**src/addon_gcs_pkg.sv**
```systemverilog
package addon_gcs_pkg;

   // Register placement
   localparam int ADDR_W = 8;
   localparam logic [ADDR_W-1:0] GCS_OFFSET = 8'h3C;

   // Field positions
   localparam int GO_BIT = 31;
   localparam int OP_HI_BIT = 30;
   localparam int OP_LO_BIT = 29;
   localparam int XFER_EN_BIT = 28;
   localparam int MBOX_RST_BIT = 27;
   localparam int OUT_RST_BIT = 26;
   localparam int IN_RST_BIT = 25;
   localparam int PORT_LSB = 16;
   localparam int BIST_LSB = 12;
   localparam int WRZERO_BIT = 7;

   // Reset values
   localparam logic XFER_EN_RESET = 1'h0;
   localparam logic [7:0] PORT_RESET = 8'h00;
   localparam logic [15:0] NV_ADDR_RESET = 16'h0000;

   // Access step codes carried by the two op bits
   typedef enum logic [1:0] {
      NV_LOAD_LO = 2'h0,
      NV_LOAD_HI = 2'h1,
      NV_WRITE = 2'h2,
      NV_READ = 2'h3
   } nv_op_t;

   // Sequencer states, Gray along idle-access-capture-recover
   typedef enum logic [1:0] {
      SEQ_IDLE = 2'h0,
      SEQ_ACCESS = 2'h1,
      SEQ_CAPTURE = 2'h3,
      SEQ_RECOVER = 2'h2
   } seq_state_t;

   // Timing of the external memory
   localparam int CLK_PERIOD_NS = 20;
   localparam int NV_WRITE_PULSE_NS = 100;
   localparam int NV_READ_ACCESS_NS = 150;
   localparam int NV_RECOVER_NS = 40;
   localparam int NV_WRITE_CYCLES =
      (NV_WRITE_PULSE_NS + CLK_PERIOD_NS - 1) / CLK_PERIOD_NS;
   localparam int NV_READ_CYCLES =
      (NV_READ_ACCESS_NS + CLK_PERIOD_NS - 1) / CLK_PERIOD_NS;
   localparam int NV_RECOVER_CYCLES =
      (NV_RECOVER_NS + CLK_PERIOD_NS - 1) / CLK_PERIOD_NS;
   localparam int SYNC_SETTLE_CYCLES = 2;

endpackage : addon_gcs_pkg

```
**src/addon_general_ctrl_status.sv**
```systemverilog
// Decided for this implementation: strobed register access and the placing of the registers.
`timescale 1ns/10ps
module addon_general_ctrl_status #(
   parameter int WRITE_CYCLES = addon_gcs_pkg::NV_WRITE_CYCLES,
   parameter int READ_CYCLES = addon_gcs_pkg::NV_READ_CYCLES,
   parameter int RECOVER_CYCLES = addon_gcs_pkg::NV_RECOVER_CYCLES
) (
   // Clock and reset
   input wire logic sys_clk,
   input wire logic rstn,
   // Register port
   input wire logic [addon_gcs_pkg::ADDR_W-1:0] regAddr,
   input wire logic [31:0] regWdata,
   input wire logic regWrite,
   input wire logic regRead,
   output logic [31:0] regRdata,
   // Controls to the rest of the add-on side
   output logic xferCountEnable,
   output logic mailboxFlagReset,
   output logic outFifoStatusReset,
   output logic inFifoStatusReset,
   // Status from the rest of the add-on side
   input wire logic [3:0] bistCode,
   input wire logic writeCountZero,
   input wire logic addonMasterEnable,
   // External non-volatile memory
   output logic [15:0] nvAddr,
   output logic [7:0] nvDataOut,
   output logic nvDataOe,
   output logic nvWriteN,
   output logic nvReadN,
   input wire logic [7:0] nvDataIn
);
   import addon_gcs_pkg::*;

   function automatic logic isHit(input logic [ADDR_W-1:0] a);
      isHit = (a == GCS_OFFSET);
   endfunction : isHit

   logic wrHit, rdHit, stepStart;
   logic nvBusy;
   logic [7:0] nvReadByte;
   nv_op_t stepOp;
   logic next_xferEn, next_mboxRst, next_outRst, next_inRst;
   logic [31:0] next_rdata;

   assign wrHit = regWrite && isHit(regAddr);
   assign rdHit = regRead && isHit(regAddr);
   assign stepOp = nv_op_t'(regWdata[OP_HI_BIT:OP_LO_BIT]);
   // go bit launches a step
   // Steps written while busy are dropped, not queued
   assign stepStart = wrHit && regWdata[GO_BIT] && !nvBusy;

   // steps run in order by the sequencer
   nv_access_seq #(
      .WRITE_CYCLES(WRITE_CYCLES),
      .READ_CYCLES(READ_CYCLES),
      .RECOVER_CYCLES(RECOVER_CYCLES)
   ) u_seq (
      .sys_clk(sys_clk),
      .rstn(rstn),
      .start(stepStart),
      .stepOp(stepOp),
      .stepByte(regWdata[PORT_LSB+7:PORT_LSB]),
      .busy(nvBusy),
      .readByte(nvReadByte),
      .nvAddr(nvAddr),
      .nvDataOut(nvDataOut),
      .nvDataOe(nvDataOe),
      .nvWriteN(nvWriteN),
      .nvReadN(nvReadN),
      .nvDataIn(nvDataIn)
   );

   always_comb begin
      next_xferEn = xferCountEnable;
      if (wrHit) begin
         next_xferEn = regWdata[XFER_EN_BIT];
      end
      next_mboxRst = wrHit && regWdata[MBOX_RST_BIT];
      next_outRst = wrHit && regWdata[OUT_RST_BIT];
      next_inRst = wrHit && regWdata[IN_RST_BIT];
   end

   always_comb begin
      next_rdata = 32'h0000_0000;
      if (rdHit) begin
         next_rdata[GO_BIT] = nvBusy;
         next_rdata[XFER_EN_BIT] = xferCountEnable;
         next_rdata[PORT_LSB+7:PORT_LSB] = nvReadByte;
         next_rdata[BIST_LSB+3:BIST_LSB] = bistCode;
         next_rdata[WRZERO_BIT] = writeCountZero && addonMasterEnable;
         // reserved and pulse bits stay zero
      end
   end

   always_ff @(posedge sys_clk or negedge rstn) begin
      if (!rstn) begin
         xferCountEnable <= XFER_EN_RESET;
         mailboxFlagReset <= 1'b0;
         outFifoStatusReset <= 1'b0;
         inFifoStatusReset <= 1'b0;
         regRdata <= 32'h0000_0000;
      end else begin
         xferCountEnable <= next_xferEn;
         mailboxFlagReset <= next_mboxRst;
         outFifoStatusReset <= next_outRst;
         inFifoStatusReset <= next_inRst;
         regRdata <= next_rdata;
      end
   end
endmodule : addon_general_ctrl_status

```
**src/nv_access_seq.sv**
```systemverilog
`timescale 1ns/10ps
module nv_access_seq #(
   parameter int WRITE_CYCLES = addon_gcs_pkg::NV_WRITE_CYCLES,
   parameter int READ_CYCLES = addon_gcs_pkg::NV_READ_CYCLES,
   parameter int RECOVER_CYCLES = addon_gcs_pkg::NV_RECOVER_CYCLES,
   parameter int CNT_W = 8
) (
   // Clock and reset
   input wire logic sys_clk,
   input wire logic rstn,
   // Step request
   input wire logic start,
   input wire addon_gcs_pkg::nv_op_t stepOp,
   input wire logic [7:0] stepByte,
   output logic busy,
   output logic [7:0] readByte,
   // Memory pins
   output logic [15:0] nvAddr,
   output logic [7:0] nvDataOut,
   output logic nvDataOe,
   output logic nvWriteN,
   output logic nvReadN,
   input wire logic [7:0] nvDataIn
);
   import addon_gcs_pkg::*;

   generate
      if (WRITE_CYCLES < 1 || READ_CYCLES < 1 || RECOVER_CYCLES < 1 ||
          WRITE_CYCLES >= 2**CNT_W || READ_CYCLES >= 2**CNT_W ||
          RECOVER_CYCLES >= 2**CNT_W) begin : g_bad
         $error("nv_access_seq: cycle counts out of range");
      end
   endgenerate

   seq_state_t state, next_state;
   logic [CNT_W-1:0] cnt, next_cnt;
   logic readOp, next_readOp;
   logic next_busy, next_oe, next_writeN, next_readN;
   logic [7:0] next_readByte, next_dataOut;
   logic [15:0] next_addr;
   // Pin data synchroniser; stage one feeds only stage two
   logic [7:0] syncA, syncB, syncC;

   always_comb begin
      next_state = state;
      next_cnt = cnt;
      next_readOp = readOp;
      next_busy = busy;
      next_oe = nvDataOe;
      next_writeN = nvWriteN;
      next_readN = nvReadN;
      next_readByte = readByte;
      next_dataOut = nvDataOut;
      next_addr = nvAddr;
      case (state)
         SEQ_IDLE: begin
            if (start) begin
               case (stepOp)
                  NV_LOAD_LO: next_addr[7:0] = stepByte;
                  NV_LOAD_HI: next_addr[15:8] = stepByte;
                  NV_WRITE: begin
                     next_dataOut = stepByte;
                     next_oe = 1'b1;
                     next_writeN = 1'b0;
                     next_busy = 1'b1;
                     next_readOp = 1'b0;
                     next_cnt = CNT_W'(WRITE_CYCLES - 1);
                     next_state = SEQ_ACCESS;
                  end
                  default: begin
                     next_readN = 1'b0;
                     next_busy = 1'b1;
                     next_readOp = 1'b1;
                     next_cnt = CNT_W'(READ_CYCLES - 1);
                     next_state = SEQ_ACCESS;
                  end
               endcase
            end
         end
         // strobe held for the step's time
         SEQ_ACCESS: begin
            if (cnt != '0) begin
               next_cnt = cnt - 1'b1;
            end else begin
               // Write data held three more cycles past the strobe
               next_writeN = 1'b1;
               next_cnt = CNT_W'(SYNC_SETTLE_CYCLES);
               next_state = SEQ_CAPTURE;
            end
         end
         SEQ_CAPTURE: begin
            if (cnt != '0) begin
               next_cnt = cnt - 1'b1;
            end else if (!readOp || syncB == syncC) begin
               if (readOp) begin
                  next_readByte = syncC;
               end
               next_readN = 1'b1;
               next_oe = 1'b0;
               next_cnt = CNT_W'(RECOVER_CYCLES - 1);
               next_state = SEQ_RECOVER;
            end
         end
         SEQ_RECOVER: begin
            if (cnt != '0) begin
               next_cnt = cnt - 1'b1;
            end else begin
               next_busy = 1'b0;
               next_state = SEQ_IDLE;
            end
         end
         default: next_state = SEQ_IDLE;
      endcase
   end

   always_ff @(posedge sys_clk or negedge rstn) begin
      if (!rstn) begin
         state <= SEQ_IDLE;
         cnt <= '0;
         readOp <= 1'b0;
         busy <= 1'b0;
         nvDataOe <= 1'b0;
         nvWriteN <= 1'b1;
         nvReadN <= 1'b1;
         readByte <= PORT_RESET;
         nvDataOut <= PORT_RESET;
         nvAddr <= NV_ADDR_RESET;
         syncA <= 8'h00;
         syncB <= 8'h00;
         syncC <= 8'h00;
      end else begin
         state <= next_state;
         cnt <= next_cnt;
         readOp <= next_readOp;
         busy <= next_busy;
         nvDataOe <= next_oe;
         nvWriteN <= next_writeN;
         nvReadN <= next_readN;
         readByte <= next_readByte;
         nvDataOut <= next_dataOut;
         nvAddr <= next_addr;
         syncA <= nvDataIn;
         syncB <= syncA;
         syncC <= syncB;
      end
   end

endmodule : nv_access_seq

```
**config.mk**
```make
export PLATFORM = sky130hd
export DESIGN_NAME = addon_general_ctrl_status
export DESIGN_NICKNAME = d
export VERILOG_FILES = /design/src/addon_gcs_pkg.sv /design/src/addon_general_ctrl_status.sv /design/src/nv_access_seq.sv
export SDC_FILE = /design/constraint.sdc
export NUM_CORES = 1
export LEC_CHECK = 0
export BUFFER_PORTS_ARGS = -buffer_cell sky130_fd_sc_hd__buf_4
export CORE_MARGIN = 3
export CORE_UTILIZATION = 33
export CTS_CLUSTER_DIAMETER = 120
export DETAILED_ROUTE_END_ITERATION = 10
export GPL_TIMING_DRIVEN = 1
export PLACE_DENSITY_LB_ADDON = 0.15
export SETUP_SLACK_MARGIN = 0.02
export SLEW_MARGIN = 20
export SYNTH_ARGS = -nofsm -noshare
export SYNTH_HDL_FRONTEND = slang
export SYNTH_SLANG_ARGS = --single-unit
```
**constraint.sdc**
```tcl
create_clock -name sys_clk -period 3.3 [get_ports sys_clk]
set_input_delay 0.495 -clock sys_clk [delete_from_list [all_inputs] [get_ports sys_clk]]
set_output_delay 0.495 -clock sys_clk [all_outputs]
set_load 0.02 [all_outputs]
```
==> results of run 1 <==
critical path: cells and delay by family (launching register included):
family,cells,cell delay [ns]
mux,1,0.37
buf+inv,1,0.10
flops,1,0.43
fa+ha+maj,1,0.13
simple gates,4,1.35
state kept, by name, summed over array words and instances (netlist names), 2 cells and up:
name,cells
u_seq.nvAddr,16
regRdata,15
u_seq.cnt,8
u_seq.nvDataOut,8
u_seq.readByte,8
u_seq.syncA,8
u_seq.syncB,8
u_seq.syncC,8
u_seq.state,2
stage by stage:
stage / power, mW / util / cell area, µm² / hold WS (ns)
floorplan: 1.20 / - / 3790 / 0.199
global placement: 1.25 / 0.409 / 4470 / 0.335
detailed placement: 1.25 / 0.409 / 4470 / 0.335
CTS: 2.25 / 0.435 / 4760 / 0.157
global route: 2.31 / 0.435 / 4760 / 0.179
finish: 2.22 / 0.435 / 4760 / 0.145
worst max path at each step:
stage                        startpoint                              to  slack [ns]  cells after the start
4_1_cts        u_seq.cnt[0]$_DFFE_PN0P_   u_seq.readByte[0]$_DFFE_PN0P_        0.78                      7
6_report       u_seq.cnt[0]$_DFFE_PN0P_   u_seq.readByte[4]$_DFFE_PN0P_        0.81                      7
5_1_grt        u_seq.cnt[0]$_DFFE_PN0P_   u_seq.readByte[5]$_DFFE_PN0P_        0.64                      7
3_3_place_gp                 regAddr[1]  u_seq.nvDataOut[5]$_DFFE_PN0P_        0.75                      5
3_5_place_dp                 regAddr[7]  u_seq.nvDataOut[4]$_DFFE_PN0P_        0.76                      5
2_1_floorplan  u_seq.cnt[3]$_DFFE_PN0P_      u_seq.state[1]$_DFFE_PN0P_        0.98                      8
cell type report:
type | count | share of cell area
Clock inverter | 4 | 0.00736
Tap cell | 140 | 0.0368
Multi-Input combinational cell | 178 | 0.275
Inverter | 11 | 0.00867
Timing Repair Buffer | 92 | 0.145
Sequential cell | 90 | 0.473
Clock buffer | 12 | 0.0539
cell usage after synthesis, types with 3 or more instances:
cell type	n
dfrtp_1	88
and2_1	18
buf_4	17
mux2_1	16
mux2_2	16
inv_1	11
nand2_1	10
a21oi_1	9
nor2_1	8
xnor2_1	8
o21ai_0	7
ha_1	6
nor3_1	6
o31ai_1	5
nand4_1	4
and3_1	3
buf_6	3
clkbuf_1	3
o21ai_1	3
or2_2	3
power by group:
part	total [mW]	internal [mW]	switching [mW]
combinational	0.0992	0.0429	0.0563
sequential	1.13	1.12	0.0103
clock	0.986	0.560	0.426
total	2.22	1.72	0.492
placed cells by master (no fill, tap or decap), drive strengths merged, types with 3 or more instances in the layout:
master  synthesis  routed
nand4           4       4
o31ai           5       5
nor3            6       6
o21ai          10      10
xnor2           8       8
dfrtp          88      88
nor2            9       9
buf            22      92
and2           19      19
or2             4       4
inv            11      13
ha              6       6
nor4            4       4
a21oi           9       9
mux2           33      33
conb            1      17
and3            3       3
nand2          10      10
clkbuf          3      12
metal layers:
metal,vias to the layer above,wire length [µm],track usage
met5,-,0,0
met4,0,99,0.0385
met3,10,621,0.0571
met2,74,3660,0.202
met1,1165,3290,0.158
li1,1158,-,-
cells by family (layout without fill, tap and decap cells):
kind of cell               after synthesis  count (layout)
adders and majority gates                6               6
xor gates and xnor gates                 8               8
and+or+nand+nor                         70              70
buffers and inverters                   36             119
muxes                                   34              34
DFF                                     90              90
AOI/OAI and AO/OA                       43              43
other                                    1              17
==> impl_metrics.csv, run 1 <==
group,metric,value,unit
floorplanning,core-area,10900,µm²
timing,fmax,401,MHz
synth,synth_cell_types,52,
synth,synth_top_family_by_area,"simple AND/OR/NAND/NOR gates",
clock_tree,cts_max_level,3,
critical_path,cp.arrival,2.71,ns
worst_hold_path,hold_class,"input pin to asynchronous set/reset pin",
pwr,ir_drop,0.266,mV
finish,nFillCells,1059,
synth,synth_compound_area_frac,0.0762,
timing,slew_violations,0,
routing,dr.pass1.iters,4,
timing,tns,0,ns
floorplanning,io_pins,121,
finish,insertedDiodeCount,0,
critical_path,required,3.52,ns
synth,synth_xor_area_frac,0.0188,
clock_tree,post_cts_resized,0,
critical_path,worst-r2r-cell-count,7,
critical_path,crit_slowest_cell,"or3b_2",
timing,min_period,2.49,ns
synth,synth_edf_count,0,
clock_tree,cts_buffers,9,
clock_tree,hold_buffers,0,
synth,synth_mux_area_frac,0.103,
routing,routed_wire_length_per_instance,14.6,µm
clock_tree,clockRootBuffer,"clkbuf_16",
timing,relSlewSlack,0.536,
synth,seq_area_frac_synth,0.605,
job,drv_cap,0,
synth,synth_cells,288,
clock_tree,clk_latency,0.34,ns
clock_tree,clockBufferDepth,2,
finish,final_net_count,446,
synth,yosys_warnings,0,
critical_path,crit_path_max_incr_delay,0.50,ns
timing,worstMarginPinSlew,0.691,ns
placement,dp.cells,511,
clock_tree,cts_tree,"done",
synth,ys.flop_type,"dfrtp_1",
routing,vias,2407,
grt,antenna_found_initial,0,
synth,yosys.area_share.adder,0.0201,
floorplanning,die_w,112,µm
routing,wl,7670,µm
floorplanning,dieArea,12600,µm²
critical_path,r2r_start,"u_seq.cnt[0]$_DFFE_PN0P_",
pwr,powerDensity,465,nW/µm²
placement,preCtsSetupSlack,0.763,ns
timing,rsz0062_at_grt,"no",
synth,synthTopCellsByArea,"dfrtp_1 59%, mux2_1 4.8%, mux2_2 4.8%",
placement,gp_congestion,0.784,
synth,synthSimpleGateAreaFrac,0.115,
timing,skew,0.00896,ns
finish,drive_gt1_frac,0.349,
clock_tree,path_clk_slew,0.06,ns
critical_path,endpoint_kind,"register",
clock_tree,cts_sinks,90,
critical_path,r2r-end,"u_seq.readByte[4]$_DFFE_PN0P_",
grt,grt_use_total,0.128,
critical_path,crit_path_max_fanout,8,
floorplanning,fp-row-count,38,
timing,hold_violations,0,
outcome,outcome,"completed",
timing,post-route-period-util,0.756,
floorplanning,die_h,112,µm
grt,grt-ovfl-total,0,
critical_path,cp-start-kind,"register",
routing,final_antenna_net_count,0,
critical_path,crit_type,"register to register",
grt,first_global_vias,2602,
placement,portBuffers,86,
routing,drcViolationCount,0,
grt,grt_pass1_wl,12900,µm
synth,syn-cell-area,3730,µm²
synth,ys_seq_elements,90,
synth,yosysTopAreaCellShare,0.591,
finish,area_growth,27.8,%
finish,multi_input_area,1310,µm²
floorplanning,start_util,0.341,
timing,fin_ws,0.805,ns
routing,routed_via_density,4.57,
placement,place_hpwl,5720,µm
timing,setup_viol,0,
synth,synthArstFlopShare,1.00,
finish,seq_area,2250,µm²
grt,grt_start_max_net_pins,45,
critical_path,crit_chain,"inv_1, ha_1, or3b_2, nor2_1, nand2_1, nor2_2, mux2_1",
finish,instances_no_fill,527,
routing,first_iter_violations,53,
synth,avgSynthCellArea,12.9,µm²
critical_path,rrSetupSlack,0.81,ns
synth,yosysTopAreaCell,"dfrtp_1",
pwr,leakagePower,2.43,nW
clock_tree,cts_setup_buffers,0,
Power figures use the tool's default switching activity.
==> run 2, diff against run 1 <==
--- a/config.mk
+++ b/config.mk
@@ -5,6 +5,7 @@
 export SDC_FILE = /design/constraint.sdc
 export NUM_CORES = 1
 export LEC_CHECK = 0
+export ABC_AREA = 1
 export BUFFER_PORTS_ARGS = -buffer_cell sky130_fd_sc_hd__buf_4
 export CORE_MARGIN = 3
 export CORE_UTILIZATION = 33
==> constraint.sdc (replaced) <==
create_clock -name sys_clk -period 2.5 [get_ports sys_clk]
set_input_delay 0.375 -clock sys_clk [delete_from_list [all_inputs] [get_ports sys_clk]]
set_output_delay 0.375 -clock sys_clk [all_outputs]
set_load 0.02 [all_outputs]
==> impl_metrics.csv, run 2 <==
group,metric,value,unit
clock_tree,hold_buffers,0,
critical_path,r2r_start,"u_seq.state[0]$_DFFE_PN0P_",
placement,place_hpwl,5630,µm
routing,drcViolationCount,0,
floorplanning,fp-row-count,39,
critical_path,cp-start-kind,"register",
finish,final_common_cell,"nand2_1",
floorplanning,core-area,11600,µm²
routing,wl,7730,µm
pwr,fin_total_pwr,4.34,mW
finish,nFillCells,1129,
synth,synth_cells,411,
finish,largest_reg_flops,16,
clock_tree,clk_latency,0.33,ns
routing,dr.pass1.iters,4,
synth,synthTopCellsByArea,"dfrtp_1 56%, nand2_1 8.8%, inv_1 5.7%",
critical_path,crit_start,"u_seq.state[0]$_DFFE_PN0P_",
clock_tree,path_clk_slew,0.06,ns
job,drv_cap,0,
pwr,power_switching_share,0.340,
grt,antenna_found_initial,0,
clock_tree,clockBufferDepth,2,
floorplanning,dieArea,13300,µm²
critical_path,path_buf_inv,3,
worst_hold_path,hold_class,"input pin to asynchronous set/reset pin",
timing,hold_violations,0,
grt,grt_pass1_wl,12800,µm
critical_path,crit_path_max_fanout,16,
floorplanning,io_pins,121,
placement,portBuffers,86,
pwr,p_int,2.86,mW
clock_tree,cts_tree,"done",
synth,synthArstFlopShare,1.00,
critical_path,cp.arrival,2.15,ns
finish,layout_common_cells,"93 x nand2_1, 88 x dfrtp_1, 86 x buf_4",
critical_path,crit_path_max_incr_delay,0.43,ns
pwr,comb_power_share,0.297,
critical_path,endpoint_kind,"register",
grt,first_global_vias,2675,
critical_path,crit_type,"register to register",
critical_path,cp_top_family,"simple AND/OR/NAND/NOR gates",
critical_path,r2r-end,"u_seq.nvAddr[7]$_DFFE_PN0P_",
clock_tree,clockRootBuffer,"clkbuf_16",
timing,rsz0062_at_grt,"no",
routing,routed_via_density,4.22,
clock_tree,cts_sinks,90,
synth,synth_commonest_cells,"93 x nand2_1, 88 x dfrtp_1, 60 x inv_1",
finish,area_growth,26.0,%
timing,min_period,1.93,ns
timing,setup_viol,0,
timing,fmax,518,MHz
critical_path,worst-r2r-cell-count,9,
grt,grt_start_max_net_pins,52,
synth,synth_most_common_cell,"nand2_1",
floorplanning,die_h,115,µm
pwr,p_sw,1.48,mW
floorplanning,die_w,115,µm
critical_path,rrSetupSlack,0.57,ns
synth,yosys_warnings,0,
synth,ys.flop_type,"dfrtp_1",
routing,routed_wire_length_per_instance,11.9,µm
grt,grt_use_total,0.122,
pwr,p_clk_frac,0.315,
critical_path,crit_chain,"inv_1, ha_1, inv_4, nor2_4, inv_2, nor2_1, nand2_2, nand2_1, o21ai_2",
synth,syn-cell-area,3950,µm²
timing,relSlewSlack,0.557,
synth,avgSynthCellArea,9.61,µm²
placement,gp_congestion,0.802,
pwr,p_seq_frac,0.388,
pwr,powerDensity,871,nW/µm²
synth,seq_area_frac_synth,0.571,
synth,yosysTopAreaCellShare,0.557,
finish,reg_top3,"u_seq.nvAddr (16), regRdata (15)",
finish,final_net_count,566,
critical_path,crit_slowest_cell,"ha_1",
routing,first_iter_violations,114,
timing,worstMarginPinSlew,0.664,ns
timing,tns,0,ns
routing,vias,2744,
clock_tree,post_cts_resized,0,
synth,ys_seq_elements,90,
finish,insertedDiodeCount,0,
timing,slew_violations,0,
pwr,leakagePower,2.63,nW
clock_tree,cts_setup_buffers,0,
synth,yosysTopAreaCell,"dfrtp_1",
synth,synth_cell_types,30,
clock_tree,cts_max_level,3,
timing,post-route-period-util,0.772,
pwr,ir_drop,0.351,mV
floorplanning,start_util,0.342,
synth,synth_edf_count,0,
grt,grt-ovfl-total,0,
clock_tree,cts_buffers,9,
critical_path,required,2.72,ns
outcome,outcome,"completed",
finish,drive_gt1_frac,0.290,
finish,regMostFlops,"u_seq.nvAddr",
finish,final_util,0.430,
timing,skew,0.00748,ns
routing,final_antenna_net_count,0,
run 2: cell count changes after synthesis, moves of 5 or more:
cell     previous run  this run
nand3_1             2        11
o21ai_1             3        14
and2_1             18         0
nor3_1              6         0
mux2_2             16         0
mux2_1             16         0
o21ai_2             0        16
nand2_2             0         7
nand2_1            10        93
o21ai_0             7        12
nor2_1              8        35
inv_1              11        60
run 2: cell families after synthesis:
group,Yosys count,share of synthesized area
simple gates,167,0.201
compound gates,52,0.0824
xor+xnor,8,0.0177
flops,90,0.571
fa+ha+maj,6,0.0190
buf+inv,87,0.109
other cells,1,0.000949
run 2: metrics by stage:
step | worst slack, ns | instances | instance area [µm²] | hold slack [ns]
after floorplan | 0.901 | 427 | 4010 | 0.0794
after global placement | 0.616 | 634 | 4670 | 0.333
after detailed placement | 0.557 | 634 | 4670 | 0.335
after CTS | 0.542 | 650 | 4980 | 0.103
after global routing | 0.366 | 650 | 4980 | 0.120
final | 0.570 | 650 | 4980 | 0.0712
run 2: final cells by class:
| cell class | instances | area (µm²) | share of cell area |
|---|---|---|---|
| Clock inverter | 4 | 50.0 | 0.0101 |
| Timing Repair Buffer | 87 | 666 | 0.134 |
| Multi-Input combinational cell | 250 | 1330 | 0.266 |
| Clock buffer | 12 | 256 | 0.0515 |
| Inverter | 64 | 245 | 0.0493 |
| Tap cell | 143 | 179 | 0.0359 |
| Sequential cell | 90 | 2250 | 0.453 |
run 2: per-layer routing:
layer  GRT usage  up-vias  share of wire
met1       0.154     1239           0.45
met3      0.0647        4          0.093
li1            -     1409              -
met4      0.0305        0         0.0052
met2       0.186       92           0.45
met5           0        -              0
run 2: worst max-delay path by stage:
| stage | to | cells after the start |
|---|---|---|
| 2_1_floorplan | u_seq.nvAddr[5]$_DFFE_PN0P_ | 11 |
| 3_3_place_gp | u_seq.nvAddr[2]$_DFFE_PN0P_ | 9 |
| 3_5_place_dp | u_seq.nvAddr[7]$_DFFE_PN0P_ | 9 |
| 4_1_cts | u_seq.nvAddr[7]$_DFFE_PN0P_ | 9 |
| 5_1_grt | u_seq.nvAddr[7]$_DFFE_PN0P_ | 9 |
| 6_report | u_seq.nvAddr[7]$_DFFE_PN0P_ | 9 |
run 2: power groups by stage:
stage | Sequential (mW) | Combinational (mW) | Clock [mW]
2_1_floorplan | 1.71 | 0.982 | 0
3_3_place_gp | 1.70 | 1.29 | 0
3_5_place_dp | 1.71 | 1.30 | 0
4_1_cts | 1.69 | 1.31 | 1.41
5_1_grt | 1.70 | 1.46 | 1.49
6_report | 1.68 | 1.29 | 1.36
==> run 3, diff against run 2 <==
==> constraint.sdc (replaced) <==
create_clock -name sys_clk -period 1.63 [get_ports sys_clk]
set_input_delay 0.2445 -clock sys_clk [delete_from_list [all_inputs] [get_ports sys_clk]]
set_output_delay 0.2445 -clock sys_clk [all_outputs]
set_load 0.02 [all_outputs]
==> impl_metrics.csv, run 3 (same netlist as run 2, synthesis figures left out) <==
group,metric,value,unit
routing,dr.pass1.iters,5,
worst_hold_path,min_delay_path_depth,3,
floorplanning,start_util,0.342,
timing,hold_violations,0,
critical_path,path_buf_inv,2,
floorplanning,fp-row-count,39,
critical_path,endpoint_kind,"register",
worst_hold_path,min_to,"regRdata[12]$_DFF_PN0_",
critical_path,cp.arrival,1.77,ns
floorplanning,core-area,11600,µm²
critical_path,required,1.86,ns
placement,dp.cells,644,
clock_tree,clockRootBuffer,"clkbuf_16",
critical_path,crit_type,"register to register",
routing,vias,2908,
clock_tree,cts_max_level,3,
grt,grt-ovfl-total,0,
worst_hold_path,hold_class,"input pin to register",
job,drv_cap,0,
placement,place_hpwl,5740,µm
pwr,powerDensity,1340,nW/µm²
finish,final_cell_area,5300,µm²
finish,largest_reg_flops,16,
clock_tree,cts_sinks,90,
grt,grt_start_max_net_pins,55,
grt,met2_usage,0.187,
routing,drcViolationCount,0,
finish,reg_top3,"u_seq.nvAddr (16), regRdata (15)",
floorplanning,io_pins,121,
timing,min_period,1.54,ns
grt,first_global_vias,2783,
timing,post-route-period-util,0.946,
floorplanning,die_h,115,µm
routing,routed_wire_length_per_instance,12.2,µm
timing,setup_viol,0,
placement,portBuffers,86,
timing,skew,0.00625,ns
outcome,outcome,"completed",
pwr,leakagePower,2.80,nW
finish,drive_gt1_frac,0.331,
routing,first_iter_violations,71,
grt,grt_use_total,0.127,
grt,top_usage_layer,"met2",
finish,regMostFlops,"u_seq.nvAddr",
placement,gp_congestion,0.826,
finish,layout_common_cells,"102 x buf_4, 91 x nand2_1, 87 x dfrtp_1",
timing,rsz0062_at_grt,"yes",
finish,area_growth,34.2,%
grt,grt_pass1_wl,13200,µm
critical_path,crit_path_max_fanout,8,
clock_tree,clk_latency,0.34,ns
timing,slew_violations,0,
floorplanning,dieArea,13300,µm²
grt,met1_usage,0.168,
grt,grt_use_met3,0.0468,
critical_path,crit_path_max_incr_delay,0.38,ns
finish,final_util,0.459,
critical_path,cp-start-kind,"register",
finish,final_common_cell,"buf_4",
critical_path,worst-r2r-cell-count,8,
routing,wl,8250,µm
finish,final_net_count,594,
critical_path,r2r-end,"u_seq.readByte[1]$_DFFE_PN0P_",
clock_tree,path_clk_slew,0.07,ns
critical_path,cp_top_family,"simple AND/OR/NAND/NOR gates",
finish,insertedDiodeCount,0,
routing,routed_via_density,4.29,
routing,final_antenna_net_count,0,
timing,holdWs,0.119,ns
finish,instances_no_fill,678,
clock_tree,cts_buffers,9,
critical_path,r2r_start,"u_seq.cnt[0]$_DFFE_PN0P_",
floorplanning,die_w,115,µm
critical_path,rrSetupSlack,0.09,ns
worst_hold_path,worstHoldStart,"bistCode[0]",
pwr,ir_drop,0.577,mV
critical_path,crit_slowest_cell,"dfrtp_1",
timing,fmax,648,MHz
critical_path,crit_chain,"inv_1, ha_1, nand2_2, nor2_4, buf_4, nand4_2, nand2_1, o21ai_0",
grt,antenna_found_initial,0,
clock_tree,cts_tree,"done",
pwr,fin_total_pwr,7.10,mW
placement,placed_area,4750,µm²
clock_tree,clockBufferDepth,2,
critical_path,worst-path-stages,8,
## run 3: worst max-delay path by stage
stage	slack, ns	to	startpoint
2_1_floorplan	0.03	u_seq.nvAddr[5]$_DFFE_PN0P_	u_seq.state[0]$_DFFE_PN0P_
3_3_place_gp	0.05	u_seq.cnt[2]$_DFFE_PN0P_	u_seq.cnt[0]$_DFFE_PN0P_
3_5_place_dp	0.04	u_seq.cnt[2]$_DFFE_PN0P_	u_seq.cnt[0]$_DFFE_PN0P_
4_1_cts	0.04	u_seq.nvAddr[2]$_DFFE_PN0P_	u_seq.state[0]$_DFFE_PN0P_
5_1_grt	-0.02	u_seq.cnt[6]$_DFFE_PN0P_	u_seq.syncC[2]$_DFF_PN0_
6_report	0.09	u_seq.readByte[1]$_DFFE_PN0P_	u_seq.cnt[0]$_DFFE_PN0P_
## run 3: per-stage QoR
step / setup WS (ns) / TNS [ns]
6_report: 0.0880 / 0
5_1_grt: -0.0201 / -0.0953
4_1_cts: 0.0353 / 0
3_5_place_dp: 0.0408 / 0
3_3_place_gp: 0.0519 / 0
2_1_floorplan: 0.0313 / 0
## run 3: final cells by class
type	instances	area [µm²]
clock buffers	11	243
clock inverters	5	60.1
fillers	1100	6260
inverters	64	245
multi-input cells	252	1430
flip-flops and latches	90	2260
well taps	143	179
repair buffers	113	887
## run 3: what timing repair did
action                                  4_1_cts  5_1_grt
endpoints found under the setup margin        1       34
endpoints found under the hold margin        25        1
setup buffers                                 0        7
cloned                                        0        2
pin swaps                                     1        6
hold buffers                                  8        1
gates resized for setup                       0       22
## run 3: worst register-to-register path: cells and delay by family, from the launching register on
kind / cells / cell delay (ns)
buffers and inverters: 2 / 0.25
AND/OR/NAND/NOR: 4 / 0.57
adder cells (fa/ha/maj): 1 / 0.16
flip-flops: 1 / 0.38
AO/OA/AOI/OAI: 1 / 0.07
## run 3: routing by layer
| layer | up-vias | share of wire |
|---|---|---|
| li1 | 1480 | - |
| met1 | 1326 | 0.45 |
| met2 | 93 | 0.45 |
| met3 | 9 | 0.088 |
| met4 | 0 | 0.014 |
| met5 | - | 0 |
## run 3: report_power, final
group	switching, mW	internal (mW)
Clock	0.860	1.24
Sequential	0.142	2.43
Combinational	1.47	0.964
